### src/hdl/serial_ch0_params.svh
// register indices, field positions, reset values and bus sizes
// assumes: included by the top module and the bench
`ifndef SERIAL_CH0_PARAMS_SVH
`define SERIAL_CH0_PARAMS_SVH

// register indices; byte address is four times the index
`define IDX_MODE 16'hff60
`define IDX_BUSCTL 16'hff61
`define IDX_INTTIM 16'hff63
`define IDX_SHIFT 16'hff64
`define IDX_SVA 16'hff65
`define IDX_STATUS 16'hff66
`define ADDR_W 18

// mode register fields
`define MODE_EN 7
`define MODE_MATCH 6
`define MODE_WAKE 5
`define MODE_SEL_HI 4
`define MODE_ORDER 2
`define MODE_CLK_HI 1
`define MODE_CLK_LO 0

// bus control fields
`define BUS_RELEASE 0
`define BUS_COMMAND 1

// interrupt timing fields
`define TIM_CLD 6
`define TIM_CAUSE 5

// status fields
`define STAT_DONE 0

`define REG_RESET 8'h00
`define BITS_PER_XFER 3'h7

`endif

### src/hdl/serial_ch0_pkg.sv
// types shared by the serial channel design
// assumes: nothing beyond a SystemVerilog compiler
package serial_ch0_pkg;

    // gray coded along idle -> shift -> end; end -> idle flips both bits
    typedef enum logic [1:0] {
        ST_IDLE = 2'b00,
        ST_SHIFT = 2'b01,
        ST_END = 2'b11
    } xfer_state_e;

    typedef logic [7:0] byte_t;

endpackage : serial_ch0_pkg

### src/hdl/clocked_serial_three_two_wire.sv
// serial channel 0: 3-wire and 2-wire clocked serial modes behind APB
// assumes: pins arrive unsynchronised; timer ticks are pclk pulses
`timescale 1ns/1ps
`default_nettype none
`include "serial_ch0_params.svh"

module clocked_serial_three_two_wire (
    // clock and reset
    input wire logic pclk,
    input wire logic presetn,
    // apb slave
    input wire logic psel,
    input wire logic penable,
    input wire logic pwrite,
    input wire logic [`ADDR_W-1:0] paddr,
    input wire logic [31:0] pwdata,
    input wire logic [3:0] pstrb,
    output logic [31:0] prdata,
    output logic pready,
    output logic pslverr,
    // internal clock sources, one-cycle pulses on pclk
    input wire logic timer_two_output,
    input wire logic prescaler_tick,
    // serial clock pin
    input wire logic serial_clock_pin_in,
    output logic serial_clock_pin_out,
    output logic serial_clock_pin_oe,
    // 3-wire data pins
    input wire logic serial_in_pin,
    output logic serial_out_pin,
    output logic serial_out_pin_oe,
    // 2-wire open-drain data pins
    input wire logic data_bus_pin_a_in,
    output logic data_bus_pin_a_out,
    output logic data_bus_pin_a_oe,
    input wire logic data_bus_pin_b_in,
    output logic data_bus_pin_b_out,
    output logic data_bus_pin_b_oe,
    // transfer-complete request flag
    output logic transfer_done_flag
);
    import serial_ch0_pkg::*;

    function automatic serial_ch0_pkg::byte_t rev8(
        input serial_ch0_pkg::byte_t d);
        serial_ch0_pkg::byte_t r;
        for (int i = 0; i < 8; i++) begin
            r[i] = d[7-i];
        end
        return r;
    endfunction : rev8

    ////////////////////////////////////////////////////////////////////////
    // state
    byte_t mode;
    byte_t busctl;
    byte_t inttim;
    byte_t shift_register;
    byte_t slave_address_register;
    logic serial_out_latch;
    logic sck_int;
    logic sck_q;
    logic data_q;
    logic [2:0] bit_cnt;
    xfer_state_e state;
    xfer_state_e next_state;
    logic [3:0] pin_level;

    ////////////////////////////////////////////////////////////////////////
    // pin synchronisation
    pin_sync #(.WIDTH(4)) u_sync (
        .pclk(pclk),
        .presetn(presetn),
        .pin({data_bus_pin_b_in, data_bus_pin_a_in,
              serial_in_pin, serial_clock_pin_in}),
        .level(pin_level)
    );

    ////////////////////////////////////////////////////////////////////////
    // decode
    wire channel_enable = mode[`MODE_EN];
    wire two_wire = mode[`MODE_SEL_HI];
    wire pin_select_a = mode[`MODE_ORDER];
    wire lsb_first = mode[`MODE_ORDER] & ~two_wire;
    wire clock_source_hi = mode[`MODE_CLK_HI];
    wire clock_source_lo = mode[`MODE_CLK_LO];
    wire irq_cause_select = inttim[`TIM_CAUSE];

    wire [`ADDR_W-1:0] a_mode = `ADDR_W'(`IDX_MODE * 4);
    wire [`ADDR_W-1:0] a_busctl = `ADDR_W'(`IDX_BUSCTL * 4);
    wire [`ADDR_W-1:0] a_inttim = `ADDR_W'(`IDX_INTTIM * 4);
    wire [`ADDR_W-1:0] a_shift = `ADDR_W'(`IDX_SHIFT * 4);
    wire [`ADDR_W-1:0] a_sva = `ADDR_W'(`IDX_SVA * 4);
    wire [`ADDR_W-1:0] a_status = `ADDR_W'(`IDX_STATUS * 4);
    wire sel_mode = paddr == a_mode;
    wire sel_busctl = paddr == a_busctl;
    wire sel_inttim = paddr == a_inttim;
    wire sel_shift = paddr == a_shift;
    wire sel_sva = paddr == a_sva;
    wire sel_status = paddr == a_status;
    wire mapped = sel_mode | sel_busctl | sel_inttim | sel_shift
                | sel_sva | sel_status;
    wire access = psel & penable & pready;
    wire wr_lane0 = access & pwrite & pstrb[0] & mapped;
    wire rd = psel & penable & ~pready & ~pwrite;
    wire [7:0] wdata = pwdata[7:0];

    wire wr_mode = wr_lane0 & sel_mode;
    wire wr_busctl = wr_lane0 & sel_busctl;
    wire wr_inttim = wr_lane0 & sel_inttim;
    wire wr_shift = wr_lane0 & sel_shift;
    wire wr_sva = wr_lane0 & sel_sva;
    wire wr_status = wr_lane0 & sel_status;

    ////////////////////////////////////////////////////////////////////////
    // serial clock source and edges
    wire ext_clock = ~clock_source_hi;
    wire src_tick = clock_source_lo ? prescaler_tick
                                    : timer_two_output;
    wire sck_lvl = ext_clock ? pin_level[0] : sck_int;
    wire shifting = state == ST_SHIFT;
    wire int_tick = shifting & ~ext_clock & src_tick;
    wire sck_fall = shifting & (ext_clock ? (sck_q & ~sck_lvl)
                                          : (int_tick & sck_int));
    wire sck_rise = shifting & (ext_clock ? (~sck_q & sck_lvl)
                                          : (int_tick & ~sck_int));
    wire last_bit = sck_rise & (bit_cnt == `BITS_PER_XFER);

    // selected input: 3-wire input pin or the chosen open-drain data pin
    wire data_in = two_wire ? (pin_select_a ? pin_level[2] : pin_level[3])
                            : pin_level[1];
    // stop condition: data rises while the clock is high
    wire stop_seen = channel_enable & two_wire & sck_lvl
                   & data_in & ~data_q;

    // the internal clock must be idle, or an external clock high
    wire start_ok = channel_enable
                  & (ext_clock ? sck_lvl : ~shifting);
    wire start = wr_shift & start_ok;

    wire address_match_flag = channel_enable
        & (slave_address_register == shift_register);
    wire clock_level_status = channel_enable & sck_lvl;

    ////////////////////////////////////////////////////////////////////////
    // transfer sequencing
    always_comb begin
        next_state = state;
        case (state)
            ST_IDLE: begin
                if (start) begin
                    next_state = ST_SHIFT;
                end
            end
            ST_SHIFT: begin
                if (last_bit) begin
                    next_state = ST_END;
                end
            end
            ST_END: begin
                next_state = ST_IDLE;
            end
            default: begin
                next_state = ST_IDLE;
            end
        endcase
        if (!channel_enable) begin
            next_state = ST_IDLE;
        end
    end

    always_ff @(posedge pclk or negedge presetn) begin
        if (!presetn) begin
            state <= ST_IDLE;
            bit_cnt <= 3'h0;
            sck_q <= 1'b1;
            data_q <= 1'b1;
        end else begin
            state <= next_state;
            sck_q <= sck_lvl;
            data_q <= data_in;
            if (!channel_enable || start) begin
                bit_cnt <= 3'h0;
            end else if (sck_rise) begin
                bit_cnt <= bit_cnt + 3'h1;
            end
        end
    end

    // internal clock idles high and toggles on each selected tick
    always_ff @(posedge pclk or negedge presetn) begin
        if (!presetn) begin
            sck_int <= 1'b1;
        end else if (!shifting) begin
            sck_int <= 1'b1;
        end else if (int_tick) begin
            sck_int <= ~sck_int;
        end
    end

    ////////////////////////////////////////////////////////////////////////
    // registers
    always_ff @(posedge pclk or negedge presetn) begin
        if (!presetn) begin
            mode <= `REG_RESET;
            busctl <= `REG_RESET;
            inttim <= `REG_RESET;
            slave_address_register <= `REG_RESET;
        end else begin
            if (wr_mode) begin
                mode <= {wdata[7], 1'b0, wdata[5:0]};
            end
            // trigger bits never store; they act once and read zero
            if (wr_busctl) begin
                busctl <= {wdata[7:2], 2'b00};
            end
            if (wr_inttim) begin
                inttim <= {2'b00, wdata[5:0]};
            end
            if (wr_sva) begin
                slave_address_register <= wdata;
            end
        end
    end

    // in lsb-first order both the write and the read are reversed; the shift direction is fixed
    always_ff @(posedge pclk or negedge presetn) begin
        if (!presetn) begin
            shift_register <= `REG_RESET;
        end else if (wr_shift) begin
            shift_register <= lsb_first ? rev8(wdata) : wdata;
        end else if (sck_rise) begin
            shift_register[0] <= data_in;
        end else if (sck_fall) begin
            shift_register <= {shift_register[6:0], 1'b0};
        end
    end

    always_ff @(posedge pclk or negedge presetn) begin
        if (!presetn) begin
            serial_out_latch <= 1'b1;
        end else if (sck_fall) begin
            serial_out_latch <= shift_register[7];
        end else if (wr_busctl && channel_enable
                     && wdata[`BUS_RELEASE]) begin
            serial_out_latch <= 1'b1;
        end else if (wr_busctl && channel_enable
                     && wdata[`BUS_COMMAND]) begin
            serial_out_latch <= 1'b0;
        end
    end

    // set wins over a software clear in the same cycle
    always_ff @(posedge pclk or negedge presetn) begin
        if (!presetn) begin
            transfer_done_flag <= 1'b0;
        end else if (state == ST_END
                     || (irq_cause_select && stop_seen)) begin
            transfer_done_flag <= 1'b1;
        end else if (wr_status && wdata[`STAT_DONE]) begin
            transfer_done_flag <= 1'b0;
        end
    end

    ////////////////////////////////////////////////////////////////////////
    // pins, all registered
    wire next_so_oe = channel_enable & ~two_wire;
    wire next_a_oe = channel_enable & two_wire & pin_select_a
                   & ~serial_out_latch;
    wire next_b_oe = channel_enable & two_wire & ~pin_select_a
                   & ~serial_out_latch;
    wire next_sck_oe = channel_enable & ~ext_clock
                     & (~two_wire | ~sck_int);

    always_ff @(posedge pclk or negedge presetn) begin
        if (!presetn) begin
            serial_out_pin <= 1'b1;
            serial_out_pin_oe <= 1'b0;
            data_bus_pin_a_oe <= 1'b0;
            data_bus_pin_b_oe <= 1'b0;
            serial_clock_pin_out <= 1'b1;
            serial_clock_pin_oe <= 1'b0;
        end else begin
            serial_out_pin <= serial_out_latch;
            serial_out_pin_oe <= next_so_oe;
            data_bus_pin_a_oe <= next_a_oe;
            data_bus_pin_b_oe <= next_b_oe;
            serial_clock_pin_out <= sck_int & ~two_wire;
            serial_clock_pin_oe <= next_sck_oe;
        end
    end

    // open-drain pins only ever pull low
    always_ff @(posedge pclk or negedge presetn) begin
        if (!presetn) begin
            data_bus_pin_a_out <= 1'b0;
            data_bus_pin_b_out <= 1'b0;
        end else begin
            data_bus_pin_a_out <= 1'b0;
            data_bus_pin_b_out <= 1'b0;
        end
    end

    ////////////////////////////////////////////////////////////////////////
    // apb answer: one wait state, data and error with pready
    wire [7:0] rd_mode = {mode[7], address_match_flag, mode[5:0]};
    wire [7:0] rd_inttim = {1'b0, clock_level_status, inttim[5:0]};
    wire [7:0] rd_shift = lsb_first ? rev8(shift_register)
                                    : shift_register;
    wire [7:0] rd_byte = sel_mode ? rd_mode
                       : sel_busctl ? busctl
                       : sel_inttim ? rd_inttim
                       : sel_shift ? rd_shift
                       : sel_sva ? slave_address_register
                       : sel_status ? {7'h00, transfer_done_flag}
                       : 8'h00;

    always_ff @(posedge pclk or negedge presetn) begin
        if (!presetn) begin
            pready <= 1'b0;
            pslverr <= 1'b0;
            prdata <= 32'h0;
        end else begin
            pready <= psel & penable & ~pready;
            pslverr <= psel & penable & ~pready & ~mapped;
            prdata <= rd ? {24'h000000, rd_byte} : 32'h0;
        end
    end
endmodule : clocked_serial_three_two_wire

`default_nettype wire

### src/hdl/pin_sync.sv
// three-stage synchroniser with agreement filter for asynchronous pins
// assumes: inputs are pins from outside the pclk domain
`timescale 1ns/1ps
`default_nettype none

module pin_sync #(
    parameter int WIDTH = 4
) (
    // clock and reset
    input wire logic pclk,
    input wire logic presetn,
    // raw pins and filtered levels
    input wire logic [WIDTH-1:0] pin,
    output logic [WIDTH-1:0] level
);

    logic [WIDTH-1:0] ff1;
    logic [WIDTH-1:0] ff2;
    logic [WIDTH-1:0] ff3;
    logic [WIDTH-1:0] next_level;

    // a change counts only once the second and third stages agree
    assign next_level = (ff2 & ff3) | (level & (ff2 | ff3));

    always_ff @(posedge pclk or negedge presetn) begin
        if (!presetn) begin
            ff1 <= '1;
            ff2 <= '1;
            ff3 <= '1;
            level <= '1;
        end else begin
            ff1 <= pin;
            ff2 <= ff1;
            ff3 <= ff2;
            level <= next_level;
        end
    end

endmodule : pin_sync

`default_nettype wire

### config.mk
export PLATFORM = sky130hd
export DESIGN_NAME = clocked_serial_three_two_wire
export DESIGN_NICKNAME = d
export VERILOG_FILES = /design/src/hdl/serial_ch0_pkg.sv /design/src/hdl/clocked_serial_three_two_wire.sv /design/src/hdl/pin_sync.sv
export VERILOG_INCLUDE_DIRS = /design/src /design/src/hdl
export SDC_FILE = /design/constraint.sdc
export NUM_CORES = 1
export LEC_CHECK = 0
export ABC_AREA = 0
export BUFFER_PORTS_ARGS = -buffer_cell sky130_fd_sc_hd__buf_4
export CELL_PAD_IN_SITES_DETAIL_PLACEMENT = 1
export CELL_PAD_IN_SITES_GLOBAL_PLACEMENT = 1
export CORE_MARGIN = 2
export CORE_UTILIZATION = 37
export DETAILED_ROUTE_END_ITERATION = 8
export PLACE_DENSITY_LB_ADDON = 0.1
export SYNTH_ARGS = -nofsm -noshare
export SYNTH_HDL_FRONTEND = slang
export SYNTH_SLANG_ARGS = --single-unit
### constraint.sdc
create_clock -name pclk -period 1.65 [get_ports pclk]
set_input_delay 0.165 -clock pclk [delete_from_list [all_inputs] [get_ports pclk]]
set_output_delay 0.165 -clock pclk [all_outputs]
set_load 0.005 [all_outputs]
Yosys cells after proc, flatten, opt, wreduce, memory -nomap -nowiden:

Cells that the tools add are included.

* flip-flop bits (word level): 77
* ROM bits: 0
* memories kept: 0
* bits of input ports: 65
* logic and storage cells: 151
* output and inout bits: 43
* bits in writable memories: 0
* latch bits: 0

* reductions and logical operators: 16
* div/mod/pow operators: 0
* multiply operators: 0
* $add $sub $neg: 1
* eq/ne operators: 14
* muxes and demuxes: 33
* shifts and indexed selects: 0
* magnitude comparators: 0
* bitwise operators: 61

Operators by type and width (number)
* $eq 18x18->1 const B: 6
* $mux 8: 10
* $and 1x1->1: 40
* $mux 1: 16
* $not 1->1: 11
* $and 4x4->4: 2
* $eq 8x8->1: 1
* $or 4x4->4: 2
* $mux 7: 1
* $mux 2: 3
* $mux 3: 2
* $or 1x1->1: 6
* $reduce_bool 2->1: 3
* $reduce_bool 3->1: 2
* $logic_and 1x1->1: 5
* $pmux 2 s2: 1
* $reduce_and 2->1: 2
* $add 3x1->3 const B: 1
* $eq 3x3->1 const B: 1
* $ne 3x2->1 const B: 1
* $ne 3x3->1 const B: 1
* $eq 2x1->1 const B: 1
* $eq 2x2->1 const B: 1
* $logic_not 2->1: 1
* 4 further kinds: 5

Depth between registers and ports, before layout:

* depth after elaboration: 13
* depth in mapped cells: 7

By module:

Synthesis repeated with hierarchy kept, for this count alone.

* cell total of the unflattened synthesis: 318
* area, all modules: 3843.7 um2

By module, submodules not included
* clocked_serial_three_two_wire: instances 1, sequential area each 1534.0 um2, area each 3378.2 um2, cells an instance 298
* pin_sync: instances 1, sequential area each 420.4 um2, area each 465.4 um2, cells an instance 20

Least setup slack after synthesis:

No wires, ideal clock.

* path type: flip-flop to flip-flop
* start point: register pready
* end point: register serial_out_latch
* path buffers: 1
* setup slack: -0.066 ns
* library setup time: 0.082 ns
* clock period less this slack: 1.716 ns
* stages on the path, launching flop included: 7
* arrival: 1.634 ns
* cell sequence: dfrtp_1 > and3_1 > and4_1 > and3_2 > buf_4 > a32o_1 > mux2_2

* longest elaborated chain between the ends: 9
* elaborated cells on any way between the ends: 11

Ends and longest elaborated chain
* start, declared: RTL line clocked_serial_three_two_wire.sv:19 `output logic pready,`
* start signal, assigned: RTL line clocked_serial_three_two_wire.sv:324 `pready <= psel & penable & ~pready;`
* $and 1x1->1 (*): RTL line clocked_serial_three_two_wire.sv:103 `wire access = psel & penable & pready;`
* $and 1x1->1 (*) (3 in a row): RTL line clocked_serial_three_two_wire.sv:104 `wire wr_lane0 = access & pwrite & pstrb[0] & mapped;`
* $and 1x1->1 (*): RTL line clocked_serial_three_two_wire.sv:109 `wire wr_busctl = wr_lane0 & sel_busctl;`
* $logic_and 1x1->1 (*): RTL line clocked_serial_three_two_wire.sv:244, clocked_serial_three_two_wire.sv:247
* $logic_and 1x1->1: RTL line clocked_serial_three_two_wire.sv:244 `end else if (wr_busctl && channel_enable`
* $mux 1: RTL line clocked_serial_three_two_wire.sv:244
* $mux 1: RTL line clocked_serial_three_two_wire.sv:242 `end else if (sck_fall) begin`
* end signal, assigned: RTL line clocked_serial_three_two_wire.sv:243 `serial_out_latch <= shift_register[7];`
* end, declared: RTL line clocked_serial_three_two_wire.sv:60 `logic serial_out_latch;`

Every way passes the cells marked *; elsewhere a longest branch is shown, timed or not.
A chain may end at the register's enable or synchronous reset.

Worst setup path in the final report:

* start point: register mode[0]
* end point: register shift_register[7]

* longest elaborated chain between the ends: 7
* elaborated cells on any way between the ends: 11

Ends and longest elaborated chain
* start, declared: RTL line clocked_serial_three_two_wire.sv:55 `byte_t mode;`
* start signal, assigned: RTL line clocked_serial_three_two_wire.sv:205 `` mode <= `REG_RESET; ``
* start signal, assigned: RTL line clocked_serial_three_two_wire.sv:211 `mode <= {wdata[7], 1'b0, wdata[5:0]};`
* $mux 1 (*): RTL line clocked_serial_three_two_wire.sv:118 `wire src_tick = clock_source_lo ? prescaler_tick`
* $and 1x1->1 (*): RTL line clocked_serial_three_two_wire.sv:122 `wire int_tick = shifting & ~ext_clock & src_tick;`
* $and 1x1->1 (on tied branches): RTL line clocked_serial_three_two_wire.sv:126, clocked_serial_three_two_wire.sv:124
* $mux 1 (on tied branches): RTL line clocked_serial_three_two_wire.sv:125, clocked_serial_three_two_wire.sv:123
* $and 1x1->1 (on tied branches): RTL line clocked_serial_three_two_wire.sv:125, clocked_serial_three_two_wire.sv:123
* $ne 2x2->1 (no line) or $reduce_bool 2->1 (tied branches)
* $reduce_and 2->1 (no line) (*)
* end signal, assigned: RTL line clocked_serial_three_two_wire.sv:229 `` shift_register <= `REG_RESET; ``
* end signal, assigned: RTL line clocked_serial_three_two_wire.sv:231 `shift_register <= lsb_first ? rev8(wdata) : wdata;`
* end signal, assigned: RTL line clocked_serial_three_two_wire.sv:235 `shift_register <= {shift_register[6:0], 1'b0};`
* end, declared: RTL line clocked_serial_three_two_wire.sv:58 `byte_t shift_register;`

Marks and branches as above.

==> flow_summary.ini <==
[global_routing]
grt.overflow.total = 0
grt_max_degree = 78
grtUsageTotal_pct = 19.49
grt_pass1_vias = 3149
grt_pass1_wl_um = 16910
antenna_found_initial = 0

[layout]
area_growth_pct = 29.16
mostFrequentLayoutCell = buf_4
layout.nets = 524
most-common-layout-cells = buf_4, dfrtp_1, nand2_1, mux2_2, conb_1
stdcell_count = 598
multi_input_area_mm2 = 0.001883
drive_above_1_share_pct = 43.51
final_area_mm2 = 0.005121
fillCellCount = 1165
num_antenna_cells = 0
regArea_mm2 = 0.001954

[placement]
io_buffers = 54
post_dp_cell_area_mm2 = 0.004687
place_congestion = 0.7777
hpwl_um = 7640
dp_cells = 570

[timing]
finalCritPeriodShare_pct = 100.0
skew_ns = 0.01039
slew_viol_final = 0
achievable-frequency_ghz = 0.6059
worst_slack_ns = -0.0003197
setup_viol = 1
fin_crit_ns = 1.650
rsz0062_at_grt = yes
finalHoldViolations = 0

[synth]
yosysWarnings = 0
ys_seq_area_share_pct = 49.29
ys_types = 62
synth_area_leader_cell = dfrtp_1
synth.avg_cell_area_um2 = 11.08
synth_area_mm2 = 0.003965
yosysTopAreaCellShare_pct = 34.71
ys_async_sr_fraction_pct = 100.0
synth-edff-count = 0
synth_seq_cells = 77
netlist_instances = 358
synthTopCellsByArea = dfrtp_1, dfstp_2, mux2_2
synth_ff_type = dfrtp_1

[power_and_ir_drop]
ir_worst_vdd_mv = 0.3416
clockPowerShare_pct = 43.7
p_int_mw = 3.091
p_seq_share_pct = 49.0
p_per_area_mw_per_mm2 = 781.3
p_leak_nw = 2.414
p_comb_share_pct = 7.3
p_sw_share_pct = 22.74
p_sw_uw = 910.0

[critical_path]
rrSetupSlack_ns = -0.0003
critPathCaptureType = flip-flop
worstPathBufferInverterCount = 0
slowest_stage = dfrtp_1
critical_path_class = flip-flop to flip-flop
slowest_delay_ns = 0.40
worstSetupStartpointType = flip-flop
crit_fanout = 8
path_delay_family = multiplexers
required_ns = 1.90
arrival_ns = 1.90
path_cells = mux2_4, a32o_2, mux2_2, nor2_1, a31oi_1

[floorplan]
die_height_um = 107.5
core_mm2 = 0.01037
die-area_mm2 = 0.01156
start_util_pct = 38.24
placementRows = 37
ios = 108
die_w_um = 107.5

[cts]
clk_pin_slew_ns = 0.09
cts_tree = done
cts_buffer_depth = 2
cts_max_level = 3
numCtsBuffers = 9
root_buffer = clkbuf_8
clk-insertion-delay-late_ns = 0.35
clock_sinks = 77

[drt]
drt-initial-drc-count = 116
drt-pass1-iter-count = 5
drc = 0
num_vias = 3057
wl_per_cell_um = 17.64
detail-route-antenna-nets = 0
post_drt_via_cell_ratio = 5.112
drt-total-wl_um = 10550

[outcome]
violations = setup timing
outcome = complete, but fails checks

[job]
cap_violations = 0

[worst_hold_path]
hp-class = input port to flip-flop
==> worst paths after layout <==
check,startpoint,endpoint,cells past startpoint
worst min register to register,u_sync.ff1[0]$_DFF_PN1_,u_sync.ff2[0]$_DFF_PN1_,0
max in group asynchronous,presetn,u_sync.ff1[1]$_DFF_PN1_,3
min in group asynchronous,presetn,state[0]$_DFFE_PN0P_,3
worst max register to register,mode[0]$_DFFE_PN0P_,shift_register[7]$_DFFE_PN0P_,5
worst min-delay path,pwdata[6],slave_address_register[6]$_DFFE_PN0P_,2
worst max-delay path,mode[0]$_DFFE_PN0P_,shift_register[7]$_DFFE_PN0P_,5
==> flip-flops by register name, indices dropped and copies added, names as in the netlist, 2 cells and up <==
signal and flops:
u_sync.level 4, busctl 6, shift_register 8, prdata 8, u_sync.ff1 4, u_sync.ff3 4
slave_address_register 8, inttim 6, state 2, u_sync.ff2 4, mode 7, bit_cnt 3
==> logic make-up after synthesis <==
| family | after synthesis | synth area share (%) |
|---|---|---|
| other | 1 | 0.09458 |
| AOI/OAI and AO/OA | 51 | 9.467 |
| DFF | 77 | 49.29 |
| buffers and inverters | 48 | 7.447 |
| adders and majority gates | 6 | 1.641 |
| muxes | 49 | 13.57 |
| xor gates and xnor gates | 11 | 2.430 |
| and+or+nand+nor | 115 | 16.06 |
==> repair_timing <==
item,in CTS,in global routing
endpoints found under the hold margin,59,0
gates resized for setup,3,14
hold buffers,5,0
pin swaps,3,4
setup endpoints to repair,15,19
setup buffers,2,5
==> power groups by stage <==
| stage | logic (mW) | clock network (mW) | registers, mW |
|---|---|---|---|
| 6_report | 0.293 | 1.75 | 1.96 |
| 3_3_place_gp | 0.274 | 0 | 1.99 |
| 3_5_place_dp | 0.277 | 0 | 1.99 |
| 2_1_floorplan | 0.140 | 0 | 1.99 |
| 5_1_grt | 0.326 | 1.88 | 1.96 |
| 4_1_cts | 0.291 | 1.81 | 1.96 |
==> worst reg2reg max path, stage by stage (launching register included) <==
cell and delay [ns]:
dfrtp_1 0.40, mux2_4 0.32, a32o_2 0.37, mux2_2 0.30, nor2_1 0.10, a31oi_1 0.05
==> layer usage <==
layer | up-vias | wire length (um) | global-route usage (%)
met4 | 0 | 273 | 9.982
met3 | 16 | 509 | 2.603
met5 | - | 0 | 0
li1 | 1423 | - | -
met2 | 93 | 4701 | 29.29
met1 | 1525 | 5064 | 27.47
==> layout make-up <==
class	count	area share (%)
multi-input cells	258	36.77
flip-flops and latches	77	38.16
inverters	7	0.5131
clock buffers	10	2.492
repair buffers	104	16.47
clock inverters	6	2.272
well taps	136	3.323
==> synth_stat cells, types with 2 or more instances <==
cell type  instances
nor4_4             2
dfrtp_1           55
o2111ai_1          2
nor4_1             3
a21o_1             2
maj3_1             4
a32o_1             3
a21oi_1           11
a2111oi_0          2
mux2i_1           11
nor3b_1            3
buf_2              5
dfstp_2           22
nand3b_1           2
nor2b_1            7
nand4_1            3
and3_1             4
a31oi_1            9
nand2_1           34
nand2b_1           3
o21ai_0            5
inv_1              7
nor2_1            25
and4_1             3
and2_1             2
o21a_1             2
ha_1               2
nand3_1            4
clkbuf_1           7
a221oi_1           2
a211oi_1           3
buf_4             27
xor2_1             7
nor3_1             7
xnor2_1            4
mux2_2            38
==> through the flow <==
step	TNS, ns	hold WS, ns	util (%)	power, mW	setup slack, ns
floorplan	0	-0.1306	-	2.129	0.02021
global placement	-4.864	0.2223	45.20	2.266	-0.2486
detailed placement	-5.981	0.2259	45.20	2.271	-0.3177
CTS	-0.002650	0.04723	48.27	4.059	-0.002650
global route	-0.4527	0.05750	49.38	4.171	-0.07536
finish	-0.0003197	0.06461	49.38	4.001	-0.0003197
Note: power is estimated with default switching activity, not from simulation.
